`src/clk_mode_pkg.sv`:
```
// constants shared by the clock mode selection block
package clk_mode_pkg;
  // register map (byte address)
  localparam logic [31:0] FREQ_CTRL_ADDR = 32'hffff1028;
  // field positions
  localparam int BIDIR_OE_BIT = 15;
  localparam int AUX_OE_BIT = 14;
  localparam int AUX_DIV_LSB = 6;
  localparam int CORE_DIV_LSB = 4;
  localparam int PERIPH_DIV_LSB = 2;
  localparam int EXTBUS_DIV_LSB = 0;
  // writable bits of the register; 13:8 read as zero
  localparam logic [15:0] FREQ_CTRL_WMASK = 16'hc0ff;
  // reset value per clock mode
  localparam logic [15:0] RST_MODE0 = 16'hc0aa;
  localparam logic [15:0] RST_MODE1 = 16'hc045;
  localparam logic [15:0] RST_MODE2 = 16'hc0aa;
  localparam logic [15:0] RST_MODE3 = 16'hc044;
  localparam logic [15:0] RST_MODE4 = 16'h40aa;
  localparam logic [15:0] RST_MODE5 = 16'h4045;
  localparam logic [15:0] RST_MODE6 = 16'h4045;
  localparam logic [15:0] RST_MODE7 = 16'h4000;
  // divider codes
  localparam logic [1:0] DIV_X1 = 2'h0;
  localparam logic [1:0] DIV_HALF = 2'h1;
  localparam logic [1:0] DIV_QUARTER = 2'h2;
  localparam logic [1:0] DIV_BAD = 2'h3;
  // pll factors
  localparam logic [2:0] PLL_X1 = 3'h1;
  localparam logic [2:0] PLL_X2 = 3'h2;
  localparam logic [2:0] PLL_X4 = 3'h4;
  localparam logic [2:0] PLL_OFF = 3'h0;
  // source and phase codes
  localparam logic [1:0] SRC_OSC = 2'h0;
  localparam logic [1:0] SRC_BIDIR = 2'h1;
  localparam logic [1:0] PH_NONE = 2'h0;
  localparam logic [1:0] PH_IN_PHASE = 2'h1;
  localparam logic [1:0] PH_PIN_EDGE_ON_RISE = 2'h2;
  localparam logic [1:0] PH_PIN_RISE_ON_EDGE = 2'h3;
  // cycles after reset release before the strap is caught and the register loaded
  localparam int STRAP_SYNC_CYCLES = 2;
endpackage

```
`src/clk_mode_decode.sv`:
```
// fixed per-mode decode of clock source, pll factors and pin phase relation
module clk_mode_decode
  import clk_mode_pkg::*;
(
  // selected mode and external bus divider
  input wire logic [2:0] mode,
  input wire logic [1:0] extbus_div,
  // decoded configuration
  output logic [1:0] src_sel,
  output logic [2:0] pll1_factor,
  output logic [2:0] pll2_factor,
  output logic [1:0] phase_rel,
  output logic [15:0] reset_value
);
  // per mode table
  always_comb begin
    src_sel = SRC_OSC;
    pll1_factor = PLL_OFF;
    pll2_factor = PLL_OFF;
    phase_rel = PH_NONE;
    reset_value = RST_MODE7;
    case (mode)
      3'h0, 3'h1: begin
        pll1_factor = PLL_X2;
        pll2_factor = PLL_X2;
        reset_value = (mode == 3'h0) ? RST_MODE0 : RST_MODE1;
        case (extbus_div)
          DIV_X1: phase_rel = PH_PIN_EDGE_ON_RISE;
          DIV_HALF: phase_rel = PH_IN_PHASE;
          DIV_QUARTER: phase_rel = PH_PIN_RISE_ON_EDGE;
          default: phase_rel = PH_NONE;
        endcase
      end
      3'h2, 3'h3: begin
        pll1_factor = PLL_X1;
        pll2_factor = PLL_X4;
        reset_value = (mode == 3'h2) ? RST_MODE2 : RST_MODE3;
        case (extbus_div)
          DIV_X1: phase_rel = PH_IN_PHASE;
          DIV_HALF, DIV_QUARTER: phase_rel = PH_PIN_RISE_ON_EDGE;
          default: phase_rel = PH_NONE;
        endcase
      end
      3'h4, 3'h5: begin
        pll2_factor = PLL_X4;
        reset_value = (mode == 3'h4) ? RST_MODE4 : RST_MODE5;
        phase_rel = PH_NONE;
      end
      3'h6: begin
        src_sel = SRC_BIDIR;
        pll1_factor = PLL_X2;
        reset_value = RST_MODE6;
        case (extbus_div)
          DIV_X1: phase_rel = PH_PIN_EDGE_ON_RISE;
          DIV_HALF: phase_rel = PH_IN_PHASE;
          DIV_QUARTER: phase_rel = PH_PIN_RISE_ON_EDGE;
          default: phase_rel = PH_NONE;
        endcase
      end
      default: begin
        src_sel = SRC_BIDIR;
        pll1_factor = PLL_X1;
        reset_value = RST_MODE7;
        case (extbus_div)
          DIV_X1: phase_rel = PH_IN_PHASE;
          DIV_HALF, DIV_QUARTER: phase_rel = PH_PIN_RISE_ON_EDGE;
          default: phase_rel = PH_NONE;
        endcase
      end
    endcase
  end
endmodule

```
`src/clock_mode_pll_select.sv`:
```
// clock mode selection, frequency control register and clock pin control
// Contract
// - three strap pins select one of eight clock modes
// - register at fixed address, byte/half/word access, mode-dependent reset
// - modes 0,1 oscillator source, both plls at x2
// - modes 0,1 pin phase follows extbus ratio x2/x1/half
// - modes 2,3 oscillator source, pll1 x1, pll2 x4
// - modes 2,3 in phase at x1, rise-on-edge otherwise
// - aux pin carries clock at register-selected frequency
// - aux pin high impedance when its enable is clear
// - modes 4,5 oscillator source, only pll2 at x4
// - modes 4,5 bidir pin hi-z by default, pll1 off
// - modes 4,5 software may enable bidir pin output
// - mode 6 pin source, only pll1 at x2
// - mode 6 phase follows extbus ratio x2/x1/half
// - mode 7 pin source, only pll1 at x1
// - mode 7 in phase at x1, rise-on-edge at half, quarter
// - bidir enable resets by mode; illegal writes kept out
// - two-bit divider fields encode x1, half, quarter; 11 forbidden
// - aux enable bit 14, reset one, zero means hi-z
module clock_mode_pll_select
  import clk_mode_pkg::*;
(
  // clock and reset
  input wire logic pclk,
  input wire logic presetn,
  // apb slave
  input wire logic psel,
  input wire logic penable,
  input wire logic pwrite,
  input wire logic [31:0] paddr,
  input wire logic [31:0] pwdata,
  input wire logic [3:0] pstrb,
  output logic [31:0] prdata,
  output logic pready,
  output logic pslverr,
  // strap pins
  input wire logic [2:0] mode_strap_pins,
  // aux clock pin
  output logic aux_clk_o,
  output logic aux_clk_oe,
  // bidirectional clock pin
  input wire logic bidir_clk_i,
  output logic bidir_clk_o,
  output logic bidir_clk_oe,
  // decoded configuration to the clock tree
  output logic [2:0] mode_o,
  output logic [1:0] src_sel_o,
  output logic [2:0] pll1_factor_o,
  output logic [2:0] pll2_factor_o,
  output logic [1:0] phase_rel_o,
  output logic [1:0] core_div_o,
  output logic [1:0] periph_div_o,
  output logic [1:0] extbus_div_o
);
  // strap synchroniser and load state
  logic [2:0] strap_meta_ff;
  logic [2:0] strap_sync_ff;
  logic [2:0] mode_ff;
  logic [1:0] load_cnt_ff;
  logic loaded_ff;
  logic [15:0] freq_ctrl_reg_ff;
  logic [31:0] prdata_ff;
  logic pready_ff;
  logic pslverr_ff;
  logic [1:0] aux_cnt_ff;
  logic aux_clk_ff;
  logic aux_oe_ff;
  logic bidir_o_ff;
  logic bidir_oe_ff;
  logic [1:0] src_ff;
  logic [2:0] pll1_ff;
  logic [2:0] pll2_ff;
  logic [1:0] phase_ff;
  // bidir pin input is synchronised, only to be observed in pin-source modes
  logic bidir_meta_ff;
  logic bidir_sync_ff;

  // decode wires
  logic [1:0] dec_src;
  logic [2:0] dec_pll1;
  logic [2:0] dec_pll2;
  logic [1:0] dec_phase;
  logic [15:0] dec_reset;
  wire [15:0] cur_reg = freq_ctrl_reg_ff;

  clk_mode_decode u_decode (
    .mode(mode_ff),
    .extbus_div(cur_reg[EXTBUS_DIV_LSB +: 2]),
    .src_sel(dec_src),
    .pll1_factor(dec_pll1),
    .pll2_factor(dec_pll2),
    .phase_rel(dec_phase),
    .reset_value(dec_reset)
  );

  // apb decode; one wait state, answer in the second access cycle
  wire addr_hit = (paddr[31:2] == FREQ_CTRL_ADDR[31:2]);
  wire acc_phase = psel && penable && !pready_ff;
  wire wr_take = psel && penable && pready_ff && pwrite && addr_hit && loaded_ff;
  wire bad_addr = !addr_hit;
  // the register sits in the low halfword of the word at offset 0x28, byte offset 0 within it
  wire [15:0] lane_mask = {{8{pstrb[1]}}, {8{pstrb[0]}}};
  wire [15:0] wmask = lane_mask & FREQ_CTRL_WMASK;
  wire [15:0] merged = (cur_reg & ~wmask) | (pwdata[15:0] & wmask);

  // forbidden divider code keeps old field
  // fields sit back to back from the extbus field upward, one slice each
  logic [7:0] new_divs;
  for (genvar f = 0; f < 4; f++) begin : g_div
    wire [1:0] wr_code = merged[EXTBUS_DIV_LSB + 2*f +: 2];
    assign new_divs[2*f +: 2] = (wr_code == DIV_BAD) ?
      cur_reg[EXTBUS_DIV_LSB + 2*f +: 2] : wr_code;
  end

  // enable forced on in modes 0-3, off in 6,7
  // modes 4,5 take the written enable
  wire bidir_oe_new = (mode_ff <= 3'h3) ? 1'b1 :
    (mode_ff >= 3'h6) ? 1'b0 : merged[BIDIR_OE_BIT];
  wire [15:0] write_val = {bidir_oe_new, merged[AUX_OE_BIT], 6'h00,
    new_divs};
  wire [15:0] nxt_freq_ctrl = wr_take ? write_val : cur_reg;

  // strap synchroniser, two flops before use
  always_ff @(posedge pclk or negedge presetn) begin
    if (!presetn) begin
      strap_meta_ff <= 3'h0;
      strap_sync_ff <= 3'h0;
      bidir_meta_ff <= 1'b0;
      bidir_sync_ff <= 1'b0;
    end else begin
      strap_meta_ff <= mode_strap_pins;
      strap_sync_ff <= strap_meta_ff;
      bidir_meta_ff <= bidir_clk_i;
      bidir_sync_ff <= bidir_meta_ff;
    end
  end

  // strap capture after release; mode then held until next reset
  wire load_now = !loaded_ff && (load_cnt_ff == 2'(STRAP_SYNC_CYCLES));
  always_ff @(posedge pclk or negedge presetn) begin
    if (!presetn) begin
      load_cnt_ff <= 2'h0;
      loaded_ff <= 1'b0;
      mode_ff <= 3'h0;
    end else begin
      if (!loaded_ff && !load_now) load_cnt_ff <= load_cnt_ff + 2'h1;
      if (load_now) begin
        mode_ff <= strap_sync_ff;
        loaded_ff <= 1'b1;
      end
    end
  end

  // register load from mode table, then software writes
  // reset value depends on mode
  wire [15:0] rst_for_strap = (strap_sync_ff == 3'h0) ? RST_MODE0 :
    (strap_sync_ff == 3'h1) ? RST_MODE1 :
    (strap_sync_ff == 3'h2) ? RST_MODE2 :
    (strap_sync_ff == 3'h3) ? RST_MODE3 :
    (strap_sync_ff == 3'h4) ? RST_MODE4 :
    (strap_sync_ff == 3'h5) ? RST_MODE5 :
    (strap_sync_ff == 3'h6) ? RST_MODE6 : RST_MODE7;
  always_ff @(posedge pclk or negedge presetn) begin
    if (!presetn) freq_ctrl_reg_ff <= RST_MODE7;
    else if (load_now) freq_ctrl_reg_ff <= rst_for_strap;
    else freq_ctrl_reg_ff <= nxt_freq_ctrl;
  end

  // apb answer; reads return the halfword, upper bits zero
  // byte, halfword, word reads all return the register
  always_ff @(posedge pclk or negedge presetn) begin
    if (!presetn) begin
      pready_ff <= 1'b0;
      pslverr_ff <= 1'b0;
      prdata_ff <= 32'h0;
    end else begin
      pready_ff <= acc_phase;
      pslverr_ff <= acc_phase && bad_addr;
      prdata_ff <= (acc_phase && !pwrite && addr_hit) ? {16'h0, cur_reg} : 32'h0;
    end
  end

  // aux divider: toggling counter gives x1 (pclk/2 reference), half, quarter
  wire [1:0] aux_div = cur_reg[AUX_DIV_LSB +: 2];
  wire [1:0] aux_lim = (aux_div == DIV_X1) ? 2'h0 :
    (aux_div == DIV_HALF) ? 2'h1 : 2'h3;
  wire aux_wrap = (aux_cnt_ff >= aux_lim);
  // bidir pin copies the aux clock at extbus x1, toggles every cycle at other divider codes
  wire [1:0] ext_div = cur_reg[EXTBUS_DIV_LSB +: 2];

  // pin drivers and decoded outputs; all registered
  always_ff @(posedge pclk or negedge presetn) begin
    if (!presetn) begin
      aux_cnt_ff <= 2'h0;
      aux_clk_ff <= 1'b0;
      aux_oe_ff <= 1'b0;
      bidir_o_ff <= 1'b0;
      bidir_oe_ff <= 1'b0;
      src_ff <= SRC_OSC;
      pll1_ff <= PLL_OFF;
      pll2_ff <= PLL_OFF;
      phase_ff <= PH_NONE;
    end else begin
      // aux clock at register ratio, free running
      aux_cnt_ff <= aux_wrap ? 2'h0 : aux_cnt_ff + 2'h1;
      if (aux_wrap) aux_clk_ff <= ~aux_clk_ff;
      aux_oe_ff <= loaded_ff && cur_reg[AUX_OE_BIT];
      bidir_oe_ff <= loaded_ff && cur_reg[BIDIR_OE_BIT];
      bidir_o_ff <= (ext_div == DIV_X1) ? aux_clk_ff : ~bidir_o_ff;
      src_ff <= dec_src;
      pll1_ff <= dec_pll1;
      pll2_ff <= dec_pll2;
      phase_ff <= dec_phase;
    end
  end

  assign prdata = prdata_ff;
  assign pready = pready_ff;
  assign pslverr = pslverr_ff;
  assign aux_clk_o = aux_clk_ff;
  assign aux_clk_oe = aux_oe_ff;
  assign bidir_clk_o = bidir_o_ff;
  assign bidir_clk_oe = bidir_oe_ff;
  assign mode_o = mode_ff;
  assign src_sel_o = src_ff;
  assign pll1_factor_o = pll1_ff;
  assign pll2_factor_o = pll2_ff;
  assign phase_rel_o = phase_ff;
  assign core_div_o = freq_ctrl_reg_ff[CORE_DIV_LSB +: 2];
  assign periph_div_o = freq_ctrl_reg_ff[PERIPH_DIV_LSB +: 2];
  assign extbus_div_o = freq_ctrl_reg_ff[EXTBUS_DIV_LSB +: 2];
endmodule

```
`config.mk`:
```
export PLATFORM = sky130hd
export DESIGN_NAME = clock_mode_pll_select
export DESIGN_NICKNAME = d
export VERILOG_FILES = /design/src/clk_mode_pkg.sv /design/src/clk_mode_decode.sv /design/src/clock_mode_pll_select.sv
export SDC_FILE = /design/constraint.sdc
export NUM_CORES = 1
export LEC_CHECK = 0
export BUFFER_PORTS_ARGS = -buffer_cell sky130_fd_sc_hd__buf_2
export CORE_MARGIN = 4
export CORE_UTILIZATION = 44
export CTS_CLUSTER_SIZE = 24
export DETAILED_ROUTE_END_ITERATION = 12
export GPL_ROUTABILITY_DRIVEN = 0
export PLACE_DENSITY = 0.91
export SETUP_SLACK_MARGIN = 0.3
export SLEW_MARGIN = 20
export SYNTH_ARGS = -nofsm -noshare
export SYNTH_HDL_FRONTEND = slang
export SYNTH_SLANG_ARGS = --single-unit
export TNS_END_PERCENT = 5
```
`constraint.sdc`:
```
create_clock -name pclk -period 2.3 [get_ports pclk]
set_clock_uncertainty 0.05 [all_clocks]
set_input_delay 0.46 -clock pclk [delete_from_list [all_inputs] [get_ports pclk]]
set_output_delay 0.46 -clock pclk [all_outputs]
set_load 0.02 [all_outputs]
```
# == Yosys cells after proc, flatten, opt, wreduce, memory -nomap -nowiden ==
# Cells that the tools add are included.
# W data, S select, Z words.
# word_totals
regBits,62
in_bits,77
out_inout_bits,57
# op_classes
n_addsub,2
order_cmp,3
n_eq_ne,25
mux,26
bitwise,6
reduce_logical,33
# ops
cell,count
$mux W16,7
$and A16 B16 Y16,2
$eq A30 B30 Y1 const B,1
$eq A3 B3 Y1 const B,6
$not A16 Y16,1
$or A16 B16 Y16,1
$mux W2,7
$mux W7,2
$logic_and A1 B1 Y1,13
$eq A2 B2 Y1 const B,6
$eq A3 B2 Y1 const B,4
$pmux W2 S2,3
$mux W8,1
$ne A2 B2 Y1 const B,4
$reduce_and A2 Y1,4
$eq A3 B1 Y1 const B,2
$logic_not A3 Y1,2
$pmux W2 S3,1
$pmux W3 S2,1
$reduce_or A2 Y1,3
$reduce_or A6 Y1,1
$logic_not A1 Y1,5
$add A2 B1 Y2 const B,2
$eq A2 B1 Y1 const B,2
other kinds (9),14

# == Longest topological paths before layout ==
# depth
word_depth,9
ltp_mapped,7
depth_no_buf,6

# == By module ==
# Synthesis repeated with hierarchy kept, for this count alone.
# hier_totals
hier_cells,243
hier_area_um2,2611.3
# by_module_without_submodules
mod,instances,cells_each,area_per_inst_um2,seq_area_each_um2
clock_mode_pll_select,1,193,2232.1,1252.5
clk_mode_decode,1,50,379.1,0.0

# == Least setup slack after synthesis ==
# Ideal clock, no wire load.
# synth_timing
kind,input port to flip-flop
from,input paddr[30]
to,register freq_ctrl_reg_ff[1] (netlist: cur_reg[1])
setup_time_ps,119
t_arrival_ps,1887
required_time_ps,2131
path_slack_ps,244
path_stages,5
path_buffers,0
path_cell_list,nand4_1 or4_4 or3_4 o22a_1 o21a_1
# synth_via
elab_chain_len,5
# synth_rtl
element,line,rtl
"start, declared",clock_mode_pll_select.sv:31,"input wire logic [31:0] paddr,"
$eq A30 B30 Y1,clock_mode_pll_select.sv:98,wire addr_hit = (paddr[31:2] == FREQ_CTRL_ADDR[31:2]);
$logic_and A1 B1 Y1 (2 in a row),clock_mode_pll_select.sv:100,wire wr_take = psel && penable && pready_ff && pwrite && addr_hit && loaded_ff;
$reduce_bool A2 Y1 (no source line),--,
$reduce_and A2 Y1 (no source line),--,
"end signal, assigned",clock_mode_pll_select.sv:166,else if (load_now) freq_ctrl_reg_ff <= rst_for_strap;
"end signal, assigned",clock_mode_pll_select.sv:167,else freq_ctrl_reg_ff <= nxt_freq_ctrl;
"end, declared",clock_mode_pll_select.sv:62,logic [15:0] freq_ctrl_reg_ff;
# Every way passes these cells.
# A chain may end at the register's enable or synchronous reset.

# == Worst setup path after layout ==
# layout_timing
from,input paddr[9]
to,register freq_ctrl_reg_ff[7] (netlist: cur_reg[7])
# Same word-level chain as after synthesis.

==> impl_metrics.tcl <==
set metrics [dict create \
    cp_top_family "simple AND/OR/NAND/NOR gates" \
    netlist.area_leader.share_pct 49.8 \
    synth_xor_area_share_pct 1.89 \
    antenna_found_initial 0 \
    start_kind "input port" \
    drt_pass1_iterations 4 \
    fin_crit_sh_pct 85.5 \
    drt_wl_total_microns 4760 \
    ys.flop_type "dfrtp_1" \
    setup_viol 0 \
    avgViaCountPerCell 4.70 \
    clk_latency_ns 0.29 \
    drive_gt1_share_pct 37.6 \
    grt_usage_pct 15.5 \
    tightest_slew_ns 0.547 \
    drt-initial-drc-count 44 \
    postSynthCellCount 208 \
    max_slew_margin_pct 63.1 \
    yosys-mux-area-fraction_pct 2.60 \
    path_max_fanout 5 \
    max_freq_mhz 508 \
    cp-end-kind "flop" \
    cts_buffers 5 \
    powerDensity_nw_per_um2 676 \
    synth_area_sq_um 2310 \
    synth-simple-area-share_pct 18.4 \
    synth.avg_cell_area_sq_um 11.1 \
    drt-wirelength-per-cell_microns 13.2 \
    path_clk_slew_ns 0.08 \
    seqCellArea_sq_um 1180 \
    first_global_vias 1678 \
    fillers 450 \
    via_count 1692 \
    n_antenna_cell 0 \
    fin_nets 372 \
    outcome "completed" \
    drv_cap 0 \
    hp-class "input port to asynchronous set/reset pin" \
    multi_input_area_sq_um 941 \
    synth_area_leaders "dfrtp_1 50%, buf_4 10%, and2_1 3.5%, ha_1 3.2%, nand2_1 3.2%" \
    grt_setup_unrepaired "true" \
    cts_num_sinks 47 \
    synth_fa_ha_area_share_pct 3.25 \
    fp.dieH_microns 80.5 \
    ys_types 42 \
    synth_edf_count 0 \
    yosysSeqAreaShare_pct 50.9 \
    slowest_stage "nor4b_1" \
    hold_violations 0 \
    synth_top_family_by_area "simple AND/OR/NAND/NOR gates" \
    synthArstFlopShare_pct 100 \
    port_buffers 81 \
    drcViolationCount 0 \
    stdcell_count 360 \
    clock_path_buffers 2 \
    dp.cells 351 \
    ys.warnings.count 0 \
    fp.coreArea_sq_um 5110 \
    required_ns 2.49 \
    ir_drop_v 0.000306 \
    cts_tree "yes" \
    synth_compound_area_share_pct 10.2 \
    place_hpwl_microns 3850 \
    drv_slew 0 \
    cpPeakStageDelay_ns 0.40 \
    start_util_pct 45.3 \
    die_area_sq_um 6480 \
    ios 134 \
    timing.critical_path.buf_inv 2 \
    grt_pass1_wl_microns 7580 \
    die_w_microns 80.5 \
    gr-total-overflow 0 \
    yosysTopAreaCell "dfrtp_1" \
    fin_hold_ws_ns 0.00419 \
    p_leak_nw 1.47 \
    ys_ff_latch 47 \
    worstSetupPathType "input port to flop" \
    area_growth_pct 21.3 \
    fin_setup_tns_ns 0 \
    final_antenna_net_count 0 \
    cts_max_level 2 \
    root_buffer "clkbuf_8" \
    cp_cell_sequence "buf_2 -> nor4b_1 -> nand4_2 -> buf_4 -> or2_4 -> a2111oi_4 -> o311a_1" \
    fin_crit_ns 1.97 \
    grt_max_degree 20 \
    rows 26 \
    cp_data_arrival_time_ns 2.15 \
]
[cell usage in the layout (no fill, tap or decap), types with 2 or more instances in the layout]
| cell type | synthesis | layout |
|---|---|---|
| and2b_2 | 2 | 2 |
| nand2b_1 | 3 | 3 |
| nor2_1 | 10 | 10 |
| inv_1 | 10 | 10 |
| a2111oi_4 | 2 | 2 |
| a211oi_1 | 2 | 2 |
| nor4b_1 | 3 | 3 |
| buf_2 | 1 | 81 |
| o31ai_1 | 3 | 3 |
| o311a_1 | 3 | 3 |
| clkbuf_8 | 0 | 6 |
| nor3_1 | 2 | 2 |
| conb_1 | 1 | 25 |
| nand4_2 | 2 | 2 |
| a22o_1 | 2 | 2 |
| buf_4 | 31 | 5 |
| mux2i_1 | 6 | 6 |
| dfrtp_1 | 46 | 46 |
| nand4_1 | 5 | 5 |
| or2_2 | 2 | 2 |
| nand2_1 | 20 | 20 |
| o21ai_0 | 6 | 6 |
| a21oi_1 | 3 | 3 |
| ha_1 | 6 | 6 |
| xnor2_1 | 4 | 4 |
| and2_1 | 13 | 13 |
[per-layer routing]
layer  part of all wire (%)  up-vias  global-route usage [%]
met5                      0        -                       0
met4                    3.0        0                    7.77
met3                    9.5       14                    4.71
met2                     49       97                    26.4
met1                     39      766                    17.3
li1                       -      815                       -
[logic make-up after synthesis]
family | count (synthesis)
compound gates | 27
xor+xnor | 5
fa+ha+maj | 6
buf+inv | 46
flops | 47
mux | 6
other cells | 1
simple gates | 70
[timing repair]
item,in CTS,in global routing
setup endpoints to repair,0,17
hold buffers,0,0
resized for setup,0,1
setup buffers,0,1
[Yosys cell counts (2+ instances only)]
library cell,count
a2111oi_4,2
a211oi_1,2
a21oi_1,3
a22o_1,2
and2_1,13
and2b_2,2
buf_4,31
clkbuf_1,4
dfrtp_1,46
ha_1,6
inv_1,10
mux2i_1,6
nand2_1,20
nand2b_1,3
nand4_1,5
nand4_2,2
nor2_1,10
nor3_1,2
nor4b_1,3
o21ai_0,6
o311a_1,3
o31ai_1,3
or2_2,2
xnor2_1,4
[metrics by stage]
step	total power (W)	worst slack, ns	area [sq um]	utilization, %
global placement	0.00129	0.0829	2670	52.3
floorplan	0.00121	0.278	2400	-
finish	0.00190	0.333	2800	54.9
detailed placement	0.00131	0.0306	2670	52.3
CTS	0.00192	0.335	2790	54.6
global route	0.00200	0.240	2800	54.9
[where the power goes]
group	internal, W	switching, W
logic	0.000140	0.000214
registers	0.000889	0.0000425
clock network	0.000351	0.000258
total	0.00138	0.000515
[final timing paths]
check	start	depth (start not counted)	end	slack, ns
worst max-delay path	paddr[9]	7	cur_reg[7]	0.33
worst min-delay path	presetn	1	cur_reg[7]	0.004
worst max register to register	pready	5	cur_reg[1]	0.36
worst min register to register	strap_meta_ff[1]	0	strap_sync_ff[1]	0.30
max in group asynchronous	presetn	2	cur_reg[14]	1.58
min in group pclk	mode_strap_pins[2]	1	strap_meta_ff[2]	0.22
[final cells by class]
| type | count | area share (%) |
|---|---|---|
| clock buffers | 6 | 2.95 |
| clock inverters | 2 | 1.25 |
| inverters | 10 | 1.34 |
| multi-input cells | 139 | 33.6 |
| flip-flops and latches | 47 | 42.0 |
| well taps | 70 | 3.12 |
| repair buffers | 86 | 15.8 |
No activity file was read; power rests on OpenSTA's default activity.
